## src/plc_cfg_pkg.sv

```systemverilog
// constants for the power-line master configuration bank
//
// Contract
// - Bit 6 of the system power register enables low-power mode and resets to 1.
// - Bits 7:6 of the drive register pick the transmit sink current, reset code 1.
// - Bits 1:0 of the drive register pick the pulse voltage threshold, reset code 1.
// - Each channel has a 3-bit overcurrent code (ch2 bits 5:3, ch1 bits 2:0), reset 6.
// - Channel 2 runs only while bit 7 is 1 and channel 1 only while bit 6 is 1.
// - Writing 1 to a resume bit resumes that channel from idle; hardware clears it when done.
// - A failed ping is retried as many times as bits 3:1 say, reset 2.
// - The ping retry limit governs all commands except bulk data-out requests.
// - When all retries fail the converter output is switched off and the slave disconnected.
// - Bit 0 of the retry register selects dual (0) or single (1) slave mode, reset 0.
// - Pings are issued every period field times 4 ms, field reset 0x18.
// - In bulk mode data-out NACKs are counted and an error flagged once past the limit.
// - Data-out retries equal the limit; 0xff retries forever.
// - The bulk retry limit acts only while bulk transfer mode is in use.
package plc_cfg_pkg;
	localparam logic [7:0] ADDR_SYS_POWER = 8'h30;
	localparam logic [7:0] ADDR_DRIVE = 8'h31;
	localparam logic [7:0] ADDR_OVERCURRENT = 8'h32;
	localparam logic [7:0] ADDR_CHAN_RETRY = 8'h33;
	localparam logic [7:0] ADDR_PING_PERIOD = 8'h34;
	localparam logic [7:0] ADDR_BULK_RETRY = 8'h35;
	localparam int LOW_PWR_BIT = 6;
	localparam int SINK_LSB = 6;
	localparam int THR_LSB = 0;
	localparam int CH2_OC_LSB = 3;
	localparam int CH1_OC_LSB = 0;
	localparam int CH2_EN_BIT = 7;
	localparam int CH1_EN_BIT = 6;
	localparam int CH2_RES_BIT = 5;
	localparam int CH1_RES_BIT = 4;
	localparam int PING_RTY_LSB = 1;
	localparam int MONO_BIT = 0;
	localparam logic [7:0] SYS_POWER_MASK = 8'h40;
	localparam logic [7:0] DRIVE_MASK = 8'hc3;
	localparam logic [7:0] OVERCURRENT_MASK = 8'h3f;
	localparam logic RST_LOW_PWR = 1'h1;
	localparam logic [1:0] RST_SINK = 2'h1;
	localparam logic [1:0] RST_THR = 2'h1;
	localparam logic [2:0] RST_OC = 3'h6;
	localparam logic RST_CH_EN = 1'h1;
	localparam logic [2:0] RST_PING_RTY = 3'h2;
	localparam logic RST_MONO = 1'h0;
	localparam logic [7:0] RST_PING_PERIOD = 8'h18;
	localparam logic [7:0] RST_BULK_RETRY = 8'hff;
	localparam logic [7:0] BULK_UNLIMITED = 8'hff;
	localparam int CLK_HZ = 25000000;
	localparam int PING_LSB_MS = 4;
	localparam int PING_LSB_CYCLES = CLK_HZ / 1000 * PING_LSB_MS;
	localparam int PING_MIN_MS = 100;
endpackage

```

## src/plc_retry_ctr.sv

```systemverilog
// retry counter for one class of link exchange
`timescale 1ns/1ns
module plc_retry_ctr #(
	parameter int W = 8
) (
	input wire logic clk_in,
	input wire logic rst_in,
	input wire logic active_in,
	input wire logic fail_in,
	input wire logic ok_in,
	input wire logic [W-1:0] limit_in,
	input wire logic unlimited_in,
	output logic exhausted_out
);
	logic [W:0] cnt_q;
	logic [W:0] cnt_d;
	logic [W:0] lim_ext;

	assign lim_ext = {1'b0, limit_in};
	always_comb begin
		cnt_d = cnt_q;
		// clear on success
		if (ok_in || !active_in) begin
			cnt_d = '0;
		end else if (fail_in && !exhausted_out) begin
			cnt_d = cnt_q + {{W{1'b0}}, 1'b1};
		end
	end

	always_ff @(posedge clk_in) begin
		if (rst_in) begin
			cnt_q <= '0;
		end else begin
			cnt_q <= cnt_d;
		end
	end

	// fails beyond the limit exhaust it; a fail beside a success still sets
	always_ff @(posedge clk_in) begin
		if (rst_in) begin
			exhausted_out <= 1'b0;
		end else if (active_in && fail_in && !unlimited_in
			&& cnt_q >= lim_ext) begin
			exhausted_out <= 1'b1;
		end else if (ok_in || !active_in) begin
			exhausted_out <= 1'b0;
		end
	end
endmodule

```

## src/plc_master_config_bank.sv

```systemverilog
// configuration register bank of the two-channel power-line master
`timescale 1ns/1ns
module plc_master_config_bank
	import plc_cfg_pkg::*;
#(
	parameter int PING_LSB_CYC = PING_LSB_CYCLES
) (
	// clock and reset
	input wire logic clk_in,
	input wire logic rst_in,
	// register port
	input wire logic reg_wr_in,
	input wire logic reg_rd_in,
	input wire logic [7:0] reg_addr_in,
	input wire logic [7:0] reg_wdata_in,
	output logic [7:0] reg_rdata_out,
	// link events from the channel engines
	input wire logic [1:0] resume_done_in,
	input wire logic cmd_ok_in,
	input wire logic cmd_fail_in,
	input wire logic bulk_mode_in,
	input wire logic dout_ack_in,
	input wire logic dout_nack_in,
	// configuration to the analog and link logic
	output logic low_power_en_out,
	output logic [1:0] tx_sink_current_sel_out,
	output logic [1:0] pulse_threshold_sel_out,
	output logic [2:0] ch2_overcurrent_limit_out,
	output logic [2:0] ch1_overcurrent_limit_out,
	output logic ch2_enable_out,
	output logic ch1_enable_out,
	output logic ch2_resume_request_out,
	output logic ch1_resume_request_out,
	output logic mono_slave_out,
	output logic ping_tick_out,
	output logic converter_off_out,
	output logic disconnect_out,
	output logic data_error_out
);
	logic low_pwr_q;
	logic [1:0] sink_q;
	logic [1:0] thr_q;
	logic [2:0] ch2_oc_q;
	logic [2:0] ch1_oc_q;
	logic ch2_en_q;
	logic ch1_en_q;
	logic ch2_res_q;
	logic ch1_res_q;
	logic [2:0] ping_rty_q;
	logic mono_q;
	logic [7:0] ping_period_q;
	logic [7:0] bulk_limit_q;
	logic [7:0] rdata_d;
	logic [31:0] lsb_cnt_q;
	logic [7:0] period_cnt_q;
	logic ping_tick_q;
	logic cmd_exhausted;
	logic dout_exhausted;
	logic conv_off_q;
	logic data_err_q;
	logic wr_chan;

	assign wr_chan = reg_wr_in && reg_addr_in == ADDR_CHAN_RETRY;

	always_ff @(posedge clk_in) begin
		if (rst_in) begin
			low_pwr_q <= RST_LOW_PWR;
		end else if (reg_wr_in && reg_addr_in == ADDR_SYS_POWER) begin
			low_pwr_q <= reg_wdata_in[LOW_PWR_BIT];
		end
	end

	always_ff @(posedge clk_in) begin
		if (rst_in) begin
			sink_q <= RST_SINK;
			thr_q <= RST_THR;
		end else if (reg_wr_in && reg_addr_in == ADDR_DRIVE) begin
			sink_q <= reg_wdata_in[SINK_LSB +: 2];
			thr_q <= reg_wdata_in[THR_LSB +: 2];
		end
	end

	always_ff @(posedge clk_in) begin
		if (rst_in) begin
			ch2_oc_q <= RST_OC;
			ch1_oc_q <= RST_OC;
		end else if (reg_wr_in && reg_addr_in == ADDR_OVERCURRENT) begin
			ch2_oc_q <= reg_wdata_in[CH2_OC_LSB +: 3];
			ch1_oc_q <= reg_wdata_in[CH1_OC_LSB +: 3];
		end
	end

	always_ff @(posedge clk_in) begin
		if (rst_in) begin
			ch2_en_q <= RST_CH_EN;
			ch1_en_q <= RST_CH_EN;
			ping_rty_q <= RST_PING_RTY;
			mono_q <= RST_MONO;
		end else if (wr_chan) begin
			ch2_en_q <= reg_wdata_in[CH2_EN_BIT];
			ch1_en_q <= reg_wdata_in[CH1_EN_BIT];
			ping_rty_q <= reg_wdata_in[PING_RTY_LSB +: 3];
			mono_q <= reg_wdata_in[MONO_BIT];
		end
	end

	// resume requests, a write of 1 beats completion
	always_ff @(posedge clk_in) begin
		if (rst_in) begin
			ch2_res_q <= 1'b0;
			ch1_res_q <= 1'b0;
		end else begin
			if (wr_chan && reg_wdata_in[CH2_RES_BIT]) begin
				ch2_res_q <= 1'b1;
			end else if (resume_done_in[1]) begin
				ch2_res_q <= 1'b0;
			end
			if (wr_chan && reg_wdata_in[CH1_RES_BIT]) begin
				ch1_res_q <= 1'b1;
			end else if (resume_done_in[0]) begin
				ch1_res_q <= 1'b0;
			end
		end
	end

	// period and bulk limit, value held as written
	always_ff @(posedge clk_in) begin
		if (rst_in) begin
			ping_period_q <= RST_PING_PERIOD;
			bulk_limit_q <= RST_BULK_RETRY;
		end else if (reg_wr_in) begin
			if (reg_addr_in == ADDR_PING_PERIOD) begin
				ping_period_q <= reg_wdata_in;
			end
			if (reg_addr_in == ADDR_BULK_RETRY) begin
				bulk_limit_q <= reg_wdata_in;
			end
		end
	end

	always_ff @(posedge clk_in) begin
		if (rst_in) begin
			lsb_cnt_q <= '0;
			period_cnt_q <= '0;
			ping_tick_q <= 1'b0;
		end else begin
			ping_tick_q <= 1'b0;
			if (lsb_cnt_q >= 32'(PING_LSB_CYC - 1)) begin
				lsb_cnt_q <= '0;
				if (period_cnt_q + 8'h01 >= ping_period_q) begin
					period_cnt_q <= '0;
					// a period of zero stops the pings
					ping_tick_q <= ping_period_q != 8'h00;
				end else begin
					period_cnt_q <= period_cnt_q + 8'h01;
				end
			end else begin
				lsb_cnt_q <= lsb_cnt_q + 32'h1;
			end
		end
	end

	plc_retry_ctr #(
		.W(3)
	) cmd_retry (
		.clk_in(clk_in),
		.rst_in(rst_in),
		.active_in(1'b1),
		.fail_in(cmd_fail_in),
		.ok_in(cmd_ok_in),
		.limit_in(ping_rty_q),
		.unlimited_in(1'b0),
		.exhausted_out(cmd_exhausted)
	);

	plc_retry_ctr #(
		.W(8)
	) dout_retry (
		.clk_in(clk_in),
		.rst_in(rst_in),
		.active_in(bulk_mode_in),
		.fail_in(dout_nack_in),
		.ok_in(dout_ack_in),
		.limit_in(bulk_limit_q),
		.unlimited_in(bulk_limit_q == BULK_UNLIMITED),
		.exhausted_out(dout_exhausted)
	);

	// shut down after retries run out, sticky until reset
	always_ff @(posedge clk_in) begin
		if (rst_in) begin
			conv_off_q <= 1'b0;
		end else if (cmd_exhausted) begin
			conv_off_q <= 1'b1;
		end
	end

	always_ff @(posedge clk_in) begin
		if (rst_in) begin
			data_err_q <= 1'b0;
		end else begin
			data_err_q <= dout_exhausted;
		end
	end

	// read mux, reserved and unmapped bits read 0
	always_comb begin
		rdata_d = 8'h00;
		case (reg_addr_in)
			ADDR_SYS_POWER: begin
				rdata_d[LOW_PWR_BIT] = low_pwr_q;
			end
			ADDR_DRIVE: begin
				rdata_d[SINK_LSB +: 2] = sink_q;
				rdata_d[THR_LSB +: 2] = thr_q;
			end
			ADDR_OVERCURRENT: begin
				rdata_d[CH2_OC_LSB +: 3] = ch2_oc_q;
				rdata_d[CH1_OC_LSB +: 3] = ch1_oc_q;
			end
			ADDR_CHAN_RETRY: begin
				rdata_d[CH2_EN_BIT] = ch2_en_q;
				rdata_d[CH1_EN_BIT] = ch1_en_q;
				rdata_d[CH2_RES_BIT] = ch2_res_q;
				rdata_d[CH1_RES_BIT] = ch1_res_q;
				rdata_d[PING_RTY_LSB +: 3] = ping_rty_q;
				rdata_d[MONO_BIT] = mono_q;
			end
			ADDR_PING_PERIOD: begin
				rdata_d = ping_period_q;
			end
			ADDR_BULK_RETRY: begin
				rdata_d = bulk_limit_q;
			end
			default: begin
				rdata_d = 8'h00;
			end
		endcase
	end

	// read data registered one cycle after the strobe
	always_ff @(posedge clk_in) begin
		if (rst_in) begin
			reg_rdata_out <= 8'h00;
		end else if (reg_rd_in) begin
			reg_rdata_out <= rdata_d;
		end
	end

	always_ff @(posedge clk_in) begin
		if (rst_in) begin
			low_power_en_out <= RST_LOW_PWR;
			tx_sink_current_sel_out <= RST_SINK;
			pulse_threshold_sel_out <= RST_THR;
			ch2_overcurrent_limit_out <= RST_OC;
			ch1_overcurrent_limit_out <= RST_OC;
		end else begin
			low_power_en_out <= low_pwr_q;
			tx_sink_current_sel_out <= sink_q;
			pulse_threshold_sel_out <= thr_q;
			ch2_overcurrent_limit_out <= ch2_oc_q;
			ch1_overcurrent_limit_out <= ch1_oc_q;
		end
	end

	always_ff @(posedge clk_in) begin
		if (rst_in) begin
			ch2_enable_out <= RST_CH_EN;
			ch1_enable_out <= RST_CH_EN;
			ch2_resume_request_out <= 1'b0;
			ch1_resume_request_out <= 1'b0;
			mono_slave_out <= RST_MONO;
		end else begin
			ch2_enable_out <= ch2_en_q && !conv_off_q;
			ch1_enable_out <= ch1_en_q && !conv_off_q;
			ch2_resume_request_out <= ch2_res_q;
			ch1_resume_request_out <= ch1_res_q;
			mono_slave_out <= mono_q;
		end
	end

	always_ff @(posedge clk_in) begin
		if (rst_in) begin
			ping_tick_out <= 1'b0;
			converter_off_out <= 1'b0;
			disconnect_out <= 1'b0;
			data_error_out <= 1'b0;
		end else begin
			ping_tick_out <= ping_tick_q;
			converter_off_out <= conv_off_q;
			disconnect_out <= conv_off_q;
			data_error_out <= data_err_q;
		end
	end
endmodule

```

## config.mk

```make
export PLATFORM = sky130hd
export DESIGN_NAME = plc_master_config_bank
export DESIGN_NICKNAME = d
export VERILOG_FILES = /design/src/plc_cfg_pkg.sv /design/src/plc_retry_ctr.sv /design/src/plc_master_config_bank.sv
export SDC_FILE = /design/constraint.sdc
export NUM_CORES = 1
export LEC_CHECK = 0
export BUFFER_PORTS_ARGS = -buffer_cell sky130_fd_sc_hd__buf_2
export CAP_MARGIN = 20
export CORE_UTILIZATION = 30
export CTS_BUF_LIST = sky130_fd_sc_hd__clkbuf_8
export CTS_CLUSTER_SIZE = 28
export DETAILED_ROUTE_END_ITERATION = 12
export GPL_TIMING_DRIVEN = 0
export PLACE_DENSITY = 0.57
export SKIP_LAST_GASP = 1
export SYNTH_ARGS = -nofsm -noshare
export SYNTH_HDL_FRONTEND = slang
export SYNTH_SLANG_ARGS = --single-unit
```

## constraint.sdc

```tcl
create_clock -name clk_in -period 2.9 [get_ports clk_in]
set_clock_uncertainty 0.2 [all_clocks]
set_input_delay 0.145 -clock clk_in [delete_from_list [all_inputs] [get_ports clk_in]]
set_output_delay 0.145 -clock clk_in [all_outputs]
set_load 0.01 [all_outputs]
```

Yosys cells after proc, flatten, opt, wreduce, memory -nomap -nowiden
Index checks and enable logic that the tools add are counted.

storage, ports and cells
  register bits = 120
  bits of input ports = 27
  output and inout port bits = 28
  logic and storage cells = 97

cells by class
  $add $sub $neg = 4
  order comparisons = 4
  eq/ne operators = 7
  muxes and demuxes = 13
  bitwise gates (word level) = 2
  reduce and logical (&&, ||, !) cells = 31

operator list
  cell                   number
  $eq 8x6->1 const B     6
  $add 32x1->32 const B  1
  $ge 32x17->1 const B   1
  $pmux 4 s4             1
  $logic_and 1x1->1      14
  $pmux 2 s5             1
  $add 9x1->9 const B    1
  $ge 9x8->1             1
  $add 8x1->8 const B    1
  $eq 8x8->1 const B     1
  $ge 8x8->1             1
  $mux 1                 8
  $mux 8                 1
  $reduce_bool 2->1      4
  $reduce_bool 8->1      1
  $reduce_or 2->1        3
  $logic_not 1->1        5
  $pmux 1 s5             1
  $add 4x1->4 const B    1
  $ge 4x3->1             1
  $pmux 1 s4             1
  $reduce_and 2->1       2
  $reduce_or 3->1        1
  $not 1->1              2
  $logic_or 1x1->1       1

Logic depth before layout (Yosys ltp)
  depth in word-level cells = 5
  depth in mapped cells = 10
  depth with buffers taken out = 10

Hierarchy
Synthesis repeated with hierarchy kept, for this count alone.

second synthesis, totals
  cells, all modules = 547
  area total of the unflattened synthesis = 5,196.2 sq um

modules (own cells, without submodules)
  module                       times used  cells an instance  area an instance (sq um)  sequential area each (sq um)
  plc_master_config_bank       1           434                4,239.1                   2,102.0
  plc_retry_ctr at dout_retry  1           80                 658.1                     200.2
  plc_retry_ctr at cmd_retry   1           33                 299.0                     100.1

Worst setup path after synthesis
Ideal clock, no wire load.

  path kind = register to register
  from = reg period_cnt_q[0]
  to = reg period_cnt_q[1]
  setup time = 61 ps
  data arrival time = 2,257 ps
  data required time = 2,639 ps
  path slack = 383 ps
  stages on the path, launching flop included = 11
  buffers on the path = 0
  clock period less this slack = 2,517 ps
  cells stage by stage = dfxtp_1 > ha_1 > nand3_1 > nor2_1 > xor2_1 > ha_1 > nand2_1 > o21ai_0 > a21oi_1 > a21boi_2 > a32o_1

on the way
  longest elaborated chain between the ends = 3

RTL lines
  item                    line                                                          RTL
  from (decl)             plc_master_config_bank.sv:55                                  logic [7:0] period_cnt_q;
  from (signal assigned)  plc_master_config_bank.sv:155                                 period_cnt_q <= period_cnt_q + 8'h01;
  $add 8x1->8 *           plc_master_config_bank.sv:150, plc_master_config_bank.sv:155
  $ge 8x8->1              plc_master_config_bank.sv:150                                 if (period_cnt_q + 8'h01 >= ping_period_q) begin
  $mux 8 *                plc_master_config_bank.sv:150

Every way passes the cells marked *; elsewhere a longest branch is shown, timed or not.
A chain may end at the register's enable or synchronous reset.

Final worst setup path
  from = reg period_cnt_q[0]
  to = reg period_cnt_q[4]

Same word-level chain as after synthesis.

==> impl_metrics.py <==
metrics = {
    "detailed_routing": {
        "ant_nets": 0,
        "drt_iter0_drc": 301,
        "finalWirelength_um": 12200,
        "drt_pass1_iterations": 4,
        "routedWlPerCell_um": 14.1,
        "drc": 0,
        "vias": 4075,
        "vias_per_cell": 4.72,
    },
    "critical_path": {
        "r2r-start": "period_cnt_q[0]",
        "critPathKind": "reg2reg",
        "crit_required_ns": 3.02,
        "crit_fanout": 6,
        "crit_start": "period_cnt_q[0]",
        "worst_setup_path_end_kind": "flip-flop",
        "cp-start-kind": "flip-flop",
        "cp_data_arrival_time_ns": 2.81,
    },
    "clocking": {
        "cts_root_buffer": "clkbuf_8",
        "clkSlewWorstSetupHoldPaths_ns": 0.07,
        "cts_buffers": 17,
        "cts_max_level": 4,
        "clock_sinks": 120,
        "clk_path_buf_depth": 2,
        "clock_latency_ns": 0.43,
        "cts_tree": "built",
    },
    "placement": {
        "place_area_um2": 5680,
        "place_hpwl_um": 8850,
        "place_inst": 810,
        "post-place-ws_ns": -0.136,
        "port_buffers": 50,
        "place_congestion": 0.825,
    },
    "synth": {
        "synth_enable_flop_cells": 0,
        "postSynthAreaPerCell_um2": 9.69,
        "synth_seq_cells": 120,
        "muxShareOfSynthArea_pct": 5.74,
        "syn_area_um2": 5100,
        "yosysSeqAreaShare_pct": 47.1,
        "yosysWarnings": 0,
        "synth_compound_area_share_pct": 11.5,
        "netlist_instances": 526,
        "synth_top_family_by_area": "simple AND/OR/NAND/NOR gates",
        "ys_types": 63,
        "synth_fa_ha_area_share_pct": 5.65,
        "synth_async_sr_flop_share_pct": 0,
        "ys.flop_type": "dfxtp_1",
        "synth-xor-area-share_pct": 4.98,
        "yosys.area_share.simple_pct": 21.1,
    },
    "layout": {
        "final_common_cell": "dfxtp_1",
        "mostFrequentLayoutCells": "dfxtp_1 (118), nor2_1 (58), buf_2 (56), nand2_1 (43), mux2i_1 (27)",
        "fill_cells": 1688,
        "antenna_cells": 0,
        "fin_nets": 682,
        "area_growth_pct": 23.2,
        "instances_no_fill": 864,
        "postLayoutCellArea_um2": 6280,
        "layout-drive-gt1-share_pct": 18.0,
    },
    "sta": {
        "drv_slew": 0,
        "finalCritPeriodShare_pct": 92.6,
        "whs_ns": 0.0254,
        "period_needed_ns": 2.68,
        "setup_viol": 0,
        "final_hold_viol_count": 0,
        "worst_slack_ns": 0.215,
        "rsz0062_at_grt": "no",
        "tightest_slew_ns": 0.705,
        "fmax_mhz": 372,
        "maxSlewHeadroom_pct": 53.0,
    },
    "floorplanning": {
        "dieHeight_um": 132,
        "num_rows": 47,
        "core_area_um2": 16600,
        "dieArea_um2": 17500,
        "start_util_pct": 30.7,
        "ioPinCount": 55,
        "die_x_um": 132,
    },
    "global_routing": {
        "grt_start_max_net_pins": 17,
        "overflow": 0,
        "grt_pass1_vias": 3987,
        "track_usage_pct": 14.6,
        "grt_pass1_wl_um": 20000,
        "grt_antenna_before_repair": 0,
    },
    "worst_hold_path": {
        "min_path_type": "in2reg",
        "min-delay-start": "reg_addr_in[4]",
    },
    "pwr": {
        "p_leak_nw": 2.59,
        "peakVddDrop_uv": 250,
        "p_per_area_nw_per_um2": 519,
        "total_power_mw": 3.26,
    },
    "run_status": {
        "status": "completed",
    },
    "job": {
        "cap_violations": 0,
    },
}
-- per-stage QoR --
stage	setup TNS, ns	utilization [%]
after floorplan	0	-
after global placement	-0.265	34.2
after detailed placement	-0.642	34.2
after CTS	0	37.7
after global routing	0	37.9
final	0	37.9
-- metal layers --
layer | vias to the layer above | global-route usage (%) | wire length (µm)
met1 | 1927 | 19.1 | 5980
met5 | - | 0 | 0
met3 | 10 | 3.81 | 481
met4 | 0 | 5.81 | 171
met2 | 85 | 22.9 | 5590
li1 | 2053 | - | -
-- final cells by class --
class,count,area [µm²],area share [%]
multi-input cells,373,2560,40.8
clock buffers,17,234,3.72
well taps,220,275,4.38
inverters,26,97.6,1.55
plain buffers,21,98.8,1.57
repair buffers,73,473,7.53
flip-flops and latches,120,2400,38.3
clock inverters,14,136,2.17
-- repair_timing --
action,CTS,global route
resized for setup,1,3
setup buffers,0,3
hold buffers,20,0
endpoints found under the hold margin,45,0
setup endpoints to repair,6,7
cloned,0,0
-- cell families after synthesis --
kind of cell / Yosys count
compound gates: 76
xor+xnor: 29
fa+ha+maj: 23
buf+inv: 47
flops: 120
mux: 28
other cells: 1
simple gates: 202
-- worst max-delay path, cell delays in order, from the launching register on --
cell	delay (ns)
dfxtp_1	0.43
ha_1	0.27
nand3_1	0.18
nor2_1	0.16
xor2_1	0.10
ha_1	0.27
nand2_1	0.06
nor3_1	0.23
a21oi_2	0.11
buf_4	0.15
a22o_1	0.17
a32o_1	0.24
-- power by group --
part,switching (mW),internal (mW),total [mW]
sequential,0.0111,1.67,1.68
combinational,0.0932,0.0660,0.159
clock,0.679,0.747,1.43
-- worst paths after layout --
path                 endpoint  slack (ns)  cells after the start
min          reg_rdata_out[7]        0.03                      5
max           period_cnt_q[4]        0.22                     11
min reg2reg     ping_tick_out        0.25                      1
max reg2reg   period_cnt_q[4]        0.22                     11
-- flip-flops by register name, summed over array words and instances (netlist names), 3 cells and up --
| signal | count |
|---|---|
| ping_period_q | 8 |
| cmd_retry.cnt_q | 4 |
| ch1_overcurrent_limit_out | 3 |
| dout_retry.cnt_q | 9 |
| lsb_cnt_q | 32 |
| ping_rty_q | 3 |
| period_cnt_q | 8 |
| ch1_oc_q | 3 |
| ch2_oc_q | 3 |
| bulk_limit_q | 8 |
| ch2_overcurrent_limit_out | 3 |
| reg_rdata_out | 8 |
-- synth_stat cells, types with 7 or more instances --
library cell | n | share of area, %
a21oi_1 | 14 | 1.4
a221o_1 | 8 | 1.6
a32o_1 | 8 | 1.6
clkbuf_1 | 11 | 0.81
dfxtp_1 | 120 | 47
ha_1 | 23 | 5.6
inv_1 | 25 | 1.8
mux2i_1 | 27 | 5.3
nand2_1 | 43 | 3.2
nand2b_1 | 7 | 0.86
nand3_1 | 15 | 1.5
nand4_1 | 10 | 1.2
nor2_1 | 58 | 4.3
nor2b_1 | 17 | 2.1
nor3_1 | 10 | 0.98
nor4_1 | 8 | 0.98
o211ai_1 | 11 | 1.6
o21ai_0 | 8 | 0.79
or2_2 | 7 | 0.86
xnor2_1 | 9 | 1.5
xor2_1 | 20 | 3.4
(Power assumes the default switching activity.)
